<file path="src/design/bsrm_pkg.sv">
package bsrm_pkg;
  localparam int AXI_ADDR_W = 10;
  localparam int AXI_DATA_W = 32;
  localparam int RAM_ADDR_W = 9;
  localparam int IDX_W      = 8;
  localparam int BANK_BIT   = 7;
  localparam int SYNC_W     = 3;

  localparam logic [1:0] AXI_OKAY = 2'h0;

  // Register indices; the byte address on the bus is four times the index.
  localparam logic [7:0] IDX_INDIRECT = 8'h80;
  localparam logic [7:0] IDX_OPTION   = 8'h81;
  localparam logic [7:0] IDX_PCLOW    = 8'h82;
  localparam logic [7:0] IDX_STATUS   = 8'h83;
  localparam logic [7:0] IDX_POINTER  = 8'h84;
  localparam logic [7:0] IDX_DIRA     = 8'h85;
  localparam logic [7:0] IDX_DIRB     = 8'h86;
  localparam logic [7:0] IDX_DIRC     = 8'h87;
  localparam logic [7:0] IDX_LATCH    = 8'h8a;
  localparam logic [7:0] IDX_INTCTRL  = 8'h8b;
  localparam logic [7:0] IDX_PIRQEN   = 8'h8c;
  localparam logic [7:0] IDX_CAUSE    = 8'h8e;
  localparam logic [7:0] IDX_T2PER    = 8'h92;
  localparam logic [7:0] IDX_SERADDR  = 8'h93;
  localparam logic [7:0] IDX_SERSTATE = 8'h94;

  localparam int ST_IRP = 7;
  localparam int ST_RP1 = 6;
  localparam int ST_RP0 = 5;
  localparam int ST_TO  = 4;
  localparam int ST_PD  = 3;
  localparam int CAUSE_POR = 1;
  localparam int CAUSE_BOR = 0;
  localparam int IRQ_FLAG_W = 3;

  localparam logic [7:0]  RST_OPTION  = 8'hff;
  localparam logic [7:0]  RST_STATUS  = 8'h18;
  localparam logic [5:0]  RST_DIRA    = 6'h3f;
  localparam logic [7:0]  RST_DIR8    = 8'hff;
  localparam logic [7:0]  RST_ZERO8   = 8'h00;
  localparam logic [4:0]  RST_LATCH   = 5'h00;
  localparam logic [7:0]  RST_T2PER   = 8'hff;
  localparam logic [1:0]  RST_CAUSE   = 2'h0;
  localparam logic [12:0] RST_PC      = 13'h0000;
endpackage : bsrm_pkg

</file>
<file path="src/design/bsrm_axi_slave.sv">
`timescale 1ns/100ps
module bsrm_axi_slave #(
  parameter int ADDR_W = 10
) (
  input  wire logic              clk_sys,
  input  wire logic              rst,
  input  wire logic              awvalid,
  output logic                   awready,
  input  wire logic [ADDR_W-1:0] awaddr,
  input  wire logic              wvalid,
  output logic                   wready,
  input  wire logic [31:0]       wdata,
  input  wire logic [3:0]        wstrb,
  output logic                   bvalid,
  input  wire logic              bready,
  output logic [1:0]             bresp,
  input  wire logic              arvalid,
  output logic                   arready,
  input  wire logic [ADDR_W-1:0] araddr,
  output logic                   rvalid,
  input  wire logic              rready,
  output logic [31:0]            rdata,
  output logic [1:0]             rresp,
  output logic                   wrEn,
  output logic [7:0]             wrIndex,
  output logic [7:0]             wrData,
  output logic                   rdEn,
  output logic [7:0]             rdIndex,
  input  wire logic [7:0]        rdByte
);
  typedef struct packed {
    logic              awHave;
    logic [ADDR_W-1:0] awAddr;
    logic              wHave;
    logic [7:0]        wByte;
    logic              wLane0;
    logic              bValid;
    logic              rValid;
    logic [7:0]        rByte;
  } bsrm_axi_type;

  bsrm_axi_type q;
  bsrm_axi_type d;

  assign awready = !q.awHave && !q.bValid;
  assign wready  = !q.wHave && !q.bValid;
  assign arready = !q.rValid;
  assign bvalid  = q.bValid;
  assign rvalid  = q.rValid;
  assign bresp   = bsrm_pkg::AXI_OKAY;
  assign rresp   = bsrm_pkg::AXI_OKAY;
  assign rdata   = {24'h00_0000, q.rByte};
  // Only byte lane zero carries register data, so a write without it stores nothing.
  assign wrEn    = q.awHave && q.wHave && q.wLane0;
  assign wrIndex = q.awAddr[ADDR_W-1:2];
  assign wrData  = q.wByte;
  assign rdEn    = arvalid && !q.rValid;
  assign rdIndex = araddr[ADDR_W-1:2];

  always_comb
  begin
    d = q;
    if (awvalid && awready)
    begin
      d.awHave = 1'b1;
      d.awAddr = awaddr;
    end
    if (wvalid && wready)
    begin
      d.wHave  = 1'b1;
      d.wByte  = wdata[7:0];
      d.wLane0 = wstrb[0];
    end
    if (q.awHave && q.wHave)
    begin
      d.awHave = 1'b0;
      d.wHave  = 1'b0;
      d.bValid = 1'b1;
    end
    if (q.bValid && bready)
    begin
      d.bValid = 1'b0;
    end
    if (rdEn)
    begin
      d.rValid = 1'b1;
      d.rByte  = rdByte;
    end
    else if (q.rValid && rready)
    begin
      d.rValid = 1'b0;
    end
  end

  always_ff @(posedge clk_sys)
  begin
    if (rst)
    begin
      q <= '0;
    end
    else
    begin
      q <= d;
    end
  end
endmodule : bsrm_axi_slave

</file>
<file path="src/design/bsrm_data_ram.sv">
`timescale 1ns/100ps
module bsrm_data_ram #(
  parameter int ADDR_W = 9
) (
  input  wire logic              clk_sys,
  input  wire logic              wrEn,
  input  wire logic [ADDR_W-1:0] addr,
  input  wire logic [7:0]        wrData,
  output logic [7:0]             rdData
);
  // No reset: general data memory powers up unknown, as on the real part.
  logic [7:0] mem [0:(1<<ADDR_W)-1];

  assign rdData = mem[addr];

  always_ff @(posedge clk_sys)
  begin
    if (wrEn)
    begin
      mem[addr] <= wrData;
    end
  end
endmodule : bsrm_data_ram

</file>
<file path="src/design/bsrm_top.sv">
// Our own choice: the AXI4-Lite interface to the registers.
`timescale 1ns/100ps
module bsrm_top (
  input  wire logic        clk_sys,
  input  wire logic        rst,
  input  wire logic        awvalid,
  output logic             awready,
  input  wire logic [9:0]  awaddr,
  input  wire logic        wvalid,
  output logic             wready,
  input  wire logic [31:0] wdata,
  input  wire logic [3:0]  wstrb,
  output logic             bvalid,
  input  wire logic        bready,
  output logic [1:0]       bresp,
  input  wire logic        arvalid,
  output logic             arready,
  input  wire logic [9:0]  araddr,
  output logic             rvalid,
  input  wire logic        rready,
  output logic [31:0]      rdata,
  output logic [1:0]       rresp,
  input  wire logic        pcAdvance,
  input  wire logic        pcJump,
  input  wire logic [10:0] jumpTarget,
  input  wire logic        externalResetPin_n,
  input  wire logic        brownoutDetect,
  input  wire logic        watchdogTimeout,
  input  wire logic [2:0]  irqFlagSet,
  input  wire logic [5:0]  serialPortStateIn,
  output logic [12:0]      programCounter,
  output logic [7:0]       timerAndPullupOptions,
  output logic [7:0]       cpuStatusFlags,
  output logic [7:0]       indirectPointer,
  output logic [5:0]       portADirection,
  output logic [7:0]       portBDirection,
  output logic [7:0]       portCDirection,
  output logic [4:0]       pcHighLatch,
  output logic [7:0]       interruptControl,
  output logic [7:0]       peripheralIrqEnable,
  output logic [1:0]       resetCauseFlags,
  output logic [7:0]       timer2Period,
  output logic [7:0]       serialPortAddress
);
  typedef struct packed {
    logic [7:0]  option;
    logic [7:0]  status;
    logic [7:0]  pointer;
    logic [5:0]  dirA;
    logic [7:0]  dirB;
    logic [7:0]  dirC;
    logic [4:0]  latch;
    logic [7:0]  intCtrl;
    logic [7:0]  pirqEn;
    logic [1:0]  cause;
    logic [7:0]  t2Per;
    logic [7:0]  serAddr;
    logic [5:0]  serState;
    logic [12:0] pc;
    logic [2:0]  pinSync;
    logic [2:0]  borSync;
    logic        pinLevel;
    logic        borLevel;
  } bsrm_state_type;

  localparam bsrm_state_type RST_Q = '{
    option:   bsrm_pkg::RST_OPTION,
    status:   bsrm_pkg::RST_STATUS,
    pointer:  bsrm_pkg::RST_ZERO8,
    dirA:     bsrm_pkg::RST_DIRA,
    dirB:     bsrm_pkg::RST_DIR8,
    dirC:     bsrm_pkg::RST_DIR8,
    latch:    bsrm_pkg::RST_LATCH,
    intCtrl:  bsrm_pkg::RST_ZERO8,
    pirqEn:   bsrm_pkg::RST_ZERO8,
    cause:    bsrm_pkg::RST_CAUSE,
    t2Per:    bsrm_pkg::RST_T2PER,
    serAddr:  bsrm_pkg::RST_ZERO8,
    serState: 6'h00,
    pc:       bsrm_pkg::RST_PC,
    pinSync:  3'h7,
    borSync:  3'h0,
    pinLevel: 1'b1,
    borLevel: 1'b0
  };

  bsrm_state_type q;
  bsrm_state_type d;

  logic       wrEn;
  logic [7:0] wrIndex;
  logic [7:0] wrData;
  logic       rdEn;
  logic [7:0] rdIndex;
  logic [7:0] rdByte;
  logic [7:0] ramRdData;
  logic       ramWrEn;
  logic       pinEvent;
  logic       borEvent;
  logic       otherReset;

  function automatic logic [7:0] canonIndex(input logic [7:0] idx);
    logic [6:0] low;
    low = idx[6:0];
    if (low == 7'h00 || low == 7'h02 || low == 7'h03 || low == 7'h04 ||
        low == 7'h0a || low == 7'h0b)
    begin
      return {1'b1, low};
    end
    return idx;
  endfunction : canonIndex

  function automatic logic pointsAtPort(input logic [7:0] ptr);
    return ptr[6:0] == 7'h00;
  endfunction : pointsAtPort

  // Power-up resets also set TO and PD and clear the BOR cause bit; every reset keeps the pointer, STATUS[2:0] and intCtrl[0].
  function automatic bsrm_state_type applyReset(input bsrm_state_type s,
                                                input logic power,
                                                input logic watchdog);
    bsrm_state_type r;
    r = s;
    r.option = bsrm_pkg::RST_OPTION;
    r.pc = bsrm_pkg::RST_PC;
    r.dirA = bsrm_pkg::RST_DIRA;
    r.dirB = bsrm_pkg::RST_DIR8;
    r.dirC = bsrm_pkg::RST_DIR8;
    r.latch = bsrm_pkg::RST_LATCH;
    r.intCtrl[7:1] = 7'h00;
    r.pirqEn = bsrm_pkg::RST_ZERO8;
    r.t2Per = bsrm_pkg::RST_T2PER;
    r.serAddr = bsrm_pkg::RST_ZERO8;
    r.status[bsrm_pkg::ST_IRP:bsrm_pkg::ST_RP0] = 3'h0;
    if (power)
    begin
      r.status[bsrm_pkg::ST_TO] = 1'b1;
      r.status[bsrm_pkg::ST_PD] = 1'b1;
      r.cause[bsrm_pkg::CAUSE_BOR] = 1'b0;
    end
    else if (watchdog)
    begin
      r.status[bsrm_pkg::ST_TO] = 1'b0;
      r.status[bsrm_pkg::ST_PD] = 1'b1;
    end
    return r;
  endfunction : applyReset

  bsrm_axi_slave #(
    .ADDR_W (bsrm_pkg::AXI_ADDR_W)
  ) u_axi (
    .clk_sys (clk_sys),
    .rst     (rst),
    .awvalid (awvalid),
    .awready (awready),
    .awaddr  (awaddr),
    .wvalid  (wvalid),
    .wready  (wready),
    .wdata   (wdata),
    .wstrb   (wstrb),
    .bvalid  (bvalid),
    .bready  (bready),
    .bresp   (bresp),
    .arvalid (arvalid),
    .arready (arready),
    .araddr  (araddr),
    .rvalid  (rvalid),
    .rready  (rready),
    .rdata   (rdata),
    .rresp   (rresp),
    .wrEn    (wrEn),
    .wrIndex (wrIndex),
    .wrData  (wrData),
    .rdEn    (rdEn),
    .rdIndex (rdIndex),
    .rdByte  (rdByte)
  );

  assign ramWrEn = wrEn && canonIndex(wrIndex) == bsrm_pkg::IDX_INDIRECT &&
                   !pointsAtPort(q.pointer);

  bsrm_data_ram #(
    .ADDR_W (bsrm_pkg::RAM_ADDR_W)
  ) u_ram (
    .clk_sys (clk_sys),
    .wrEn    (ramWrEn),
    .addr    ({q.status[bsrm_pkg::ST_IRP], q.pointer}),
    .wrData  (wrData),
    .rdData  (ramRdData)
  );

  // Pin and brownout events come from registered stages only, so they never feed back through the next state.
  assign pinEvent   = q.pinLevel && q.pinSync[1] == q.pinSync[2] && !q.pinSync[2];
  assign borEvent   = !q.borLevel && q.borSync[1] == q.borSync[2] && q.borSync[2];
  assign otherReset = pinEvent || watchdogTimeout;

  always_comb
  begin
    case (canonIndex(rdIndex))
      bsrm_pkg::IDX_INDIRECT: rdByte = pointsAtPort(q.pointer) ? 8'h00 : ramRdData;
      bsrm_pkg::IDX_OPTION:   rdByte = q.option;
      bsrm_pkg::IDX_PCLOW:    rdByte = q.pc[7:0];
      bsrm_pkg::IDX_STATUS:   rdByte = q.status;
      bsrm_pkg::IDX_POINTER:  rdByte = q.pointer;
      bsrm_pkg::IDX_DIRA:     rdByte = {2'h0, q.dirA};
      bsrm_pkg::IDX_DIRB:     rdByte = q.dirB;
      bsrm_pkg::IDX_DIRC:     rdByte = q.dirC;
      bsrm_pkg::IDX_LATCH:    rdByte = {3'h0, q.latch};
      bsrm_pkg::IDX_INTCTRL:  rdByte = q.intCtrl;
      bsrm_pkg::IDX_PIRQEN:   rdByte = q.pirqEn;
      bsrm_pkg::IDX_CAUSE:    rdByte = {6'h00, q.cause};
      bsrm_pkg::IDX_T2PER:    rdByte = q.t2Per;
      bsrm_pkg::IDX_SERADDR:  rdByte = q.serAddr;
      bsrm_pkg::IDX_SERSTATE: rdByte = {2'h0, q.serState};
      default:                rdByte = 8'h00;
    endcase
  end

  always_comb
  begin
    d = q;
    d.pinSync = {q.pinSync[1:0], externalResetPin_n};
    d.borSync = {q.borSync[1:0], brownoutDetect};
    if (q.pinSync[1] == q.pinSync[2])
    begin
      d.pinLevel = q.pinSync[2];
    end
    if (q.borSync[1] == q.borSync[2])
    begin
      d.borLevel = q.borSync[2];
    end
    d.serState = serialPortStateIn;
    if (pcJump)
    begin
      d.pc = {q.latch[4:3], jumpTarget};
    end
    else if (pcAdvance)
    begin
      d.pc = q.pc + 13'h0001;
    end
    if (wrEn)
    begin
      case (canonIndex(wrIndex))
        bsrm_pkg::IDX_OPTION:  d.option = wrData;
        bsrm_pkg::IDX_PCLOW:   d.pc = {q.latch, wrData};
        bsrm_pkg::IDX_STATUS:
        begin
          d.status[7:5] = wrData[7:5];
          d.status[2:0] = wrData[2:0];
        end
        bsrm_pkg::IDX_POINTER: d.pointer = wrData;
        bsrm_pkg::IDX_DIRA:    d.dirA = wrData[5:0];
        bsrm_pkg::IDX_DIRB:    d.dirB = wrData;
        bsrm_pkg::IDX_DIRC:    d.dirC = wrData;
        bsrm_pkg::IDX_LATCH:   d.latch = wrData[4:0];
        bsrm_pkg::IDX_INTCTRL: d.intCtrl = wrData;
        bsrm_pkg::IDX_PIRQEN:  d.pirqEn = wrData;
        bsrm_pkg::IDX_CAUSE:   d.cause = wrData[1:0];
        bsrm_pkg::IDX_T2PER:   d.t2Per = wrData;
        bsrm_pkg::IDX_SERADDR: d.serAddr = wrData;
        default:               d = d;
      endcase
    end
    // Hardware flag events win over a software clear in the same cycle.
    d.intCtrl[2:0] = d.intCtrl[2:0] | irqFlagSet;
    if (borEvent)
    begin
      d = applyReset(d, 1'b1, 1'b0);
    end
    else if (otherReset)
    begin
      d = applyReset(d, 1'b0, watchdogTimeout);
    end
  end

  always_ff @(posedge clk_sys)
  begin
    if (rst)
    begin
      q <= RST_Q;
    end
    else
    begin
      q <= d;
    end
  end

  assign programCounter        = q.pc;
  assign timerAndPullupOptions = q.option;
  assign cpuStatusFlags        = q.status;
  assign indirectPointer       = q.pointer;
  assign portADirection        = q.dirA;
  assign portBDirection        = q.dirB;
  assign portCDirection        = q.dirC;
  assign pcHighLatch           = q.latch;
  assign interruptControl      = q.intCtrl;
  assign peripheralIrqEnable   = q.pirqEn;
  assign resetCauseFlags       = q.cause;
  assign timer2Period          = q.t2Per;
  assign serialPortAddress     = q.serAddr;
endmodule : bsrm_top

</file>
<file path="config.mk">
export PLATFORM = sky130hd
export DESIGN_NAME = bsrm_top
export DESIGN_NICKNAME = d
export VERILOG_FILES = /design/src/design/bsrm_pkg.sv /design/src/design/bsrm_axi_slave.sv /design/src/design/bsrm_data_ram.sv /design/src/design/bsrm_top.sv
export SDC_FILE = /design/constraint.sdc
export NUM_CORES = 2
export LEC_CHECK = 0
export CAP_MARGIN = 20
export CELL_PAD_IN_SITES_DETAIL_PLACEMENT = 0
export CELL_PAD_IN_SITES_GLOBAL_PLACEMENT = 2
export CORE_MARGIN = 2
export CORE_UTILIZATION = 45
export CTS_CLUSTER_SIZE = 30
export DETAILED_ROUTE_END_ITERATION = 8
export DONT_BUFFER_PORTS = 1
export PLACE_DENSITY = 0.78
export SLEW_MARGIN = 40
export SYNTH_ARGS = -nofsm -noshare
export SYNTH_HDL_FRONTEND = slang
export SYNTH_HIERARCHICAL = 1
export SYNTH_SLANG_ARGS = --single-unit
</file>
<file path="constraint.sdc">
create_clock -name clk_sys -period 3 [get_ports clk_sys]
set_input_delay 0.15 -clock clk_sys [delete_from_list [all_inputs] [get_ports clk_sys]]
set_output_delay 0.15 -clock clk_sys [all_outputs]
set_load 0.01 [all_outputs]
</file>
# Word-level counts from Yosys, hierarchy flattened
# Memory sizes are Yosys's and may differ from the RTL's.
# Cells that the tools add are included.
# op_classes
add_sub_neg	1
eq_ne	41
n_mux	35
bitwise	1
n_reduce_logical	51
# op_table
op	count
equality test 8 bit (second input constant)	29
two-way mux 99 bit	2
case mux 8 bit (15 select lines)	1
two-way mux 8 bit	14
two-way mux 101 bit	1
two-way mux 13 bit	3
equality test 7 x 2 -> 1 bit (second input constant)	4
equality test 7 x 4 -> 1 bit (second input constant)	4
zero test 7 bit	3
AND reduction 2 bit	10
logical AND 1 bit	15
equality test 7 x 3 -> 1 bit (second input constant)	2
adder 13 x 1 -> 13 bit (second input constant)	1
logical OR 1 bit	11
two-way mux 1 bit	9
zero test 1 bit	7
two-way mux 6 bit	1
OR reduction 2 bit	3
two-way mux 5 bit	1
two-way mux 2 bit	2
two-way mux 3 bit	1
OR 3 bit	1
OR reduction 3 bit	1
equality test 1 bit	2
nonzero test 2 bit	1
# totals
ff_bits	143
ram_bits	4096
inputBits	88
n_memories	1
# mem_list
name	depth	width	rd	rd_clocked_by_memory_dff	write_ports	line	rtl
u_ram.mem	512	8	1	0	1	bsrm_data_ram.sv:12	logic [7:0] mem [0:(1<<ADDR_W)-1];

# Logic depth before layout (Yosys ltp)
# logic_depth
ltp_word	16
depth_mapped	17
ltp_nobuf	12

# Cells and area by module
# Netlist, hierarchy kept.
# modules_own_cells
mod	n_inst	cells_each	area_per_inst_um2
bsrm_data_ram	1	7567	158199.2
bsrm_top	1	730	6178.4
bsrm_axi_slave	1	173	1534.0

# Least setup slack after synthesis
# OpenSTA, ideal clock, no wires.
# synth_path
kind	register -> register
startpoint	reg q, in the netlist indirectPointer[0]
endpoint	reg u_axi.q, in the netlist u_axi/rdata[2]
arrival_ns	3.146
t_required_ns	2.881
slack_ns	-0.265
stages_incl_launch_ff	15
path_buffers	5
path_cell_list	dfxtp_1 -> buf_6 -> buf_6 -> buf_6 -> buf_4 -> buf_2 -> mux4_2 -> a22oi_1 -> a21oi_1 -> a2111oi_0 -> nand4_1 -> nand2_1 -> or4b_1 -> nand2_1 -> a21oi_1
# synth_via
elab_chain_cells	3
elab_cells_between_ends	4
cone_classes	2 x mux; 1 x reduce/logical; 1 x memory
# synth_lines
item	line	rtl
from (decl)	bsrm_top.sv:87	bsrm_state_type q;
from (signal assigned)	bsrm_top.sv:279	q <= RST_Q;
from (signal assigned)	bsrm_top.sv:283	q <= d;
memory read (512 x 8 bit)	n/a	
named net ramRdData[2]	bsrm_top.sv:96	logic [7:0] ramRdData;
two-way mux 8 bit	bsrm_top.sv:199	bsrm_pkg::IDX_INDIRECT: rdByte = pointsAtPort(q.pointer) ? 8'h00 : ramRdData;
case mux 8 bit (15 select lines)	bsrm_top.sv:198	case (canonIndex(rdIndex))
named net rdByte[2]	bsrm_top.sv:95	logic [7:0] rdByte;
to (signal assigned)	bsrm_axi_slave.sv:99	q <= '0;
to (signal assigned)	bsrm_axi_slave.sv:103	q <= d;
to (decl)	bsrm_axi_slave.sv:42	bsrm_axi_type q;
# The timed path passes the listed nets, and every way through them passes these cells.
# A chain may end at the register's enable or synchronous reset.

# Final worst setup path
# layout_path
startpoint	reg q, in the netlist indirectPointer[2]
endpoint	reg u_axi.q, in the netlist u_axi/rdata[4]
# The elaborated chain is that of the path after synthesis.

==> run summary <==
outcome -> finished with violations
violated checks -> hold timing, setup timing
Place WS -> -2030 ps
number of enable flip-flop cells after synthesis -> 4,096
first-pass GRT wire length -> 700 mm
largest net degree at the start of global routing -> 184
CP Class -> flip-flop to flip-flop
clock share of power -> 0.433
most frequent cells in the layout -> edfxtp_1, buf_4, mux4_2
Hold Vio Cnt, Final -> 9
CTS root buf -> clkbuf_16
WP data arrival -> 5140 ps
VDD IR max -> 489 µV
Max-Cap Viols -> 0
Slowest-stage cell, CP -> dfxtp_4
Int Power -> 94,500 µW
antenna violations before repair -> 11
GP Congestion -> 0.953
final setup violation count -> 3,521
placed inst area -> 184,000 µm²
Hold Crit Start -> rst
drt wl/cell -> 32.7 µm
clock sink count -> 4,236
nets -> 10,400
FMAX -> 234 MHz
total track usage -> 0.263
Synth warnings -> 6
Slew Viols, Final -> 0
grt ovf -> 0
Worst Tran Pin Value -> 1200 ps
top_reg_cell synth -> edfxtp_1
crit-path cells -> buf_6, and4b_1, and2_1, buf_12, buf_4, a22o_1, a21oi_1, a31oi_1, nor4_4, buf_4, nand4_1, buf_6, a32o_1, a211o_1, nand2_1, a21oi_2
Initial Util -> 0.453
NetSw -> 23,900 µW
Die Height -> 611 µm
Layout area overhead -> 23.5%
hold_ws -> -758 ps
Max-slew headroom -> 0.197
Seq/Total Area, Yosys -> 0.758
R2R setup slack -> -1260 ps
final WL -> 505 mm
commonest non-fill, non-tap cell in the layout -> edfxtp_1
launch point of the worst reg-to-reg path -> indirectPointer[2]
Power per Cell Area -> 578 nW/µm²
Post-synth ARST share -> 0
overall power -> 118,000 µW
Die X -> 611 µm
Mapped Area -> 166,000 µm²
Post-Syn Area per Cell -> 19.6 µm²
CTS buffer count -> 410
largest fanout on the critical path -> 9
final period utilization -> 1.42
post-synthesis cell type count -> 87
number of hold buffers added after cts -> 130
Setup Skew -> 78.6 ps
cells after synthesis -> 8,470
TritonCTS clock tree -> built
Hold Path End -> u_axi/rdata[4]
share of cells above drive strength 1 -> 0.354
via count -> 94,300
# IOs -> 227
sw frac -> 0.202
DRT antenna net count -> 0
Hold Path Cell Cnt -> 1
RSZ-0062 raised after global routing -> yes
Residual DRC -> 0
routed vias/inst -> 6.11
CP Launch Type -> flip-flop
setup ws final -> -1260 ps
Period minus WS final -> 4260 ps
Sequential Power Share -> 0.551
total die area -> 374,000 µm²
Yosys reg bits -> 4,236
H-tree levels -> 5
filler instances -> 27,100
leak pwr -> 0.0663 µW
Bufs on Longest Clock Path -> 4
Logic pwr share -> 0.015
cells on worst reg2reg path -> 16
cell row count -> 222
design area -> 205,000 µm²
Port Buf Inserts -> 0
hold crit path type -> input pin to flip-flop
drt pass-1 iters -> 6
Iter 0 DRT Violations -> 13,000
crit path capture type -> flip-flop
Worst path max stage delay -> 530 ps
Core Box Area -> 366,000 µm²
CP required -> 3870 ps
RR Endpoint -> u_axi/rdata[4]
Skew-Pair Late Insertion Delay -> 990 ps
number of global-route vias before repair -> 92,800
CTS clk-pin slew, worst paths -> 60 ps
hpwl dp -> 328 mm
[per-layer routing]
metal,track usage,part of all wire
met3,0.0551,0.11
met4,0.0884,0.042
met2,0.419,0.47
met5,0,0.00011
met1,0.361,0.38
[worst max-delay path, delay by kind of cell (launching register included)]
kind | cells | cell delay (ps)
flops | 1 | 530
buf+inv | 5 | 1020
simple gates | 5 | 1360
compound gates | 6 | 1250
[power by group through the flow]
stage,registers [µW],logic [µW],clock network (µW)
5_1_grt,65300,1940,54100
2_1_floorplan,66600,884,0
3_5_place_dp,66500,1670,0
4_1_cts,65300,1780,51800
3_3_place_gp,66500,1560,0
6_report,65300,1830,51300
[timing repair]
action,CTS,global route
setup endpoints to repair,4104,4102
endpoints found under the hold margin,140,9
buffers inserted,92,73
pin swaps,73,110
resized for setup,390,526
cloned,25,14
[registers in the layout, summed over array words and instances (netlist names), 6 cells and up]
name,cells
q,14
u_axi/rdata,8
programCounter,13
u_axi/wrIndex,8
timer2Period,8
u_ram/mem,4096
timerAndPullupOptions,8
peripheralIrqEnable,8
portADirection,6
indirectPointer,8
interruptControl,8
u_axi/wrData,8
portBDirection,8
serialPortAddress,8
portCDirection,8
cpuStatusFlags,7
[stage by stage]
stage,std cells,setup TNS [ps],util
finish,15400,-450480,0.559
global route,15400,-593000,0.559
CTS,15300,-664050,0.551
detailed placement,14400,-2410520,0.502
global placement,14400,-2347240,0.501
floorplan,8497,0,-
[worst max-delay path by stage]
| stage | from | end | slack [ps] | cells after the start |
|---|---|---|---|---|
| after CTS | indirectPointer[0] | u_axi/rdata[4] | -1170 | 18 |
| after detailed placement | indirectPointer[0] | u_axi/rdata[6] | -2030 | 17 |
| final | indirectPointer[2] | u_axi/rdata[4] | -1260 | 16 |
| after global routing | indirectPointer[0] | u_axi/rdata[4] | -1280 | 18 |
| after global placement | indirectPointer[0] | u_axi/rdata[6] | -2110 | 17 |
| after floorplan | indirectPointer[0] | u_axi/rdata[4] | 4 | 14 |
[cells in the mapped netlist, drive strengths merged, types with 6 or more instances]
cell type     n  area, µm²
a22o         51        447
o2111ai       6       52.6
o211ai       17        128
o221ai       13        114
o22ai       121        757
nor4         42        263
a32oi        29        254
a2111oi       7       67.6
a211oi       39        298
nand4        53        332
mux2i       538       5390
and2         19        119
edfxtp     4096     123000
nor3         36        180
a31oi        80        500
dfxtp       140       2800
nand3        66        330
o21ai        71        355
inv          20       75.1
mux2         25        285
nand2b       12       75.1
a221oi       95        838
nand4b        9       85.1
xor2          9       78.8
a21oi       115        576
nor3b        18        156
clkbuf      232        872
nor2b        46        288
a22oi       188       1420
and4b         6       60.1
buf         457       3040
nor2        640       2410
or2           7       43.8
and3         30        188
or4           9       67.6
nand2       230        863
mux4        817      18400
[logic make-up (layout without fill, tap and decap cells)]
group                    after synthesis  in the layout  share of synthesized area
other                                  2             33                  0.0000453
buffers and inverters                711           2832                     0.0242
adder cells (fa/ha/maj)                1              1                  0.0000754
AO/OA/AOI/OAI                        877            877                     0.0374
XOR/XNOR                              12             12                   0.000634
AND/OR/NAND/NOR                     1251           1251                     0.0344
flip-flops                          4236           4236                      0.758
multiplexers                        1380           1380                      0.145
[cell type report]
cell class / instances / area (µm²) / area share
diodes: 4 / 10.0 / 0.0000488
clock buffers: 486 / 10600 / 0.0517
clock inverters: 254 / 2670 / 0.0130
inverters: 20 / 80.1 / 0.000391
multi-input cells: 3550 / 38800 / 0.189
flip-flops and latches: 4236 / 126000 / 0.614
well taps: 4816 / 6030 / 0.0294
repair buffers: 2072 / 20900 / 0.102
(Power assumes the default switching activity.)
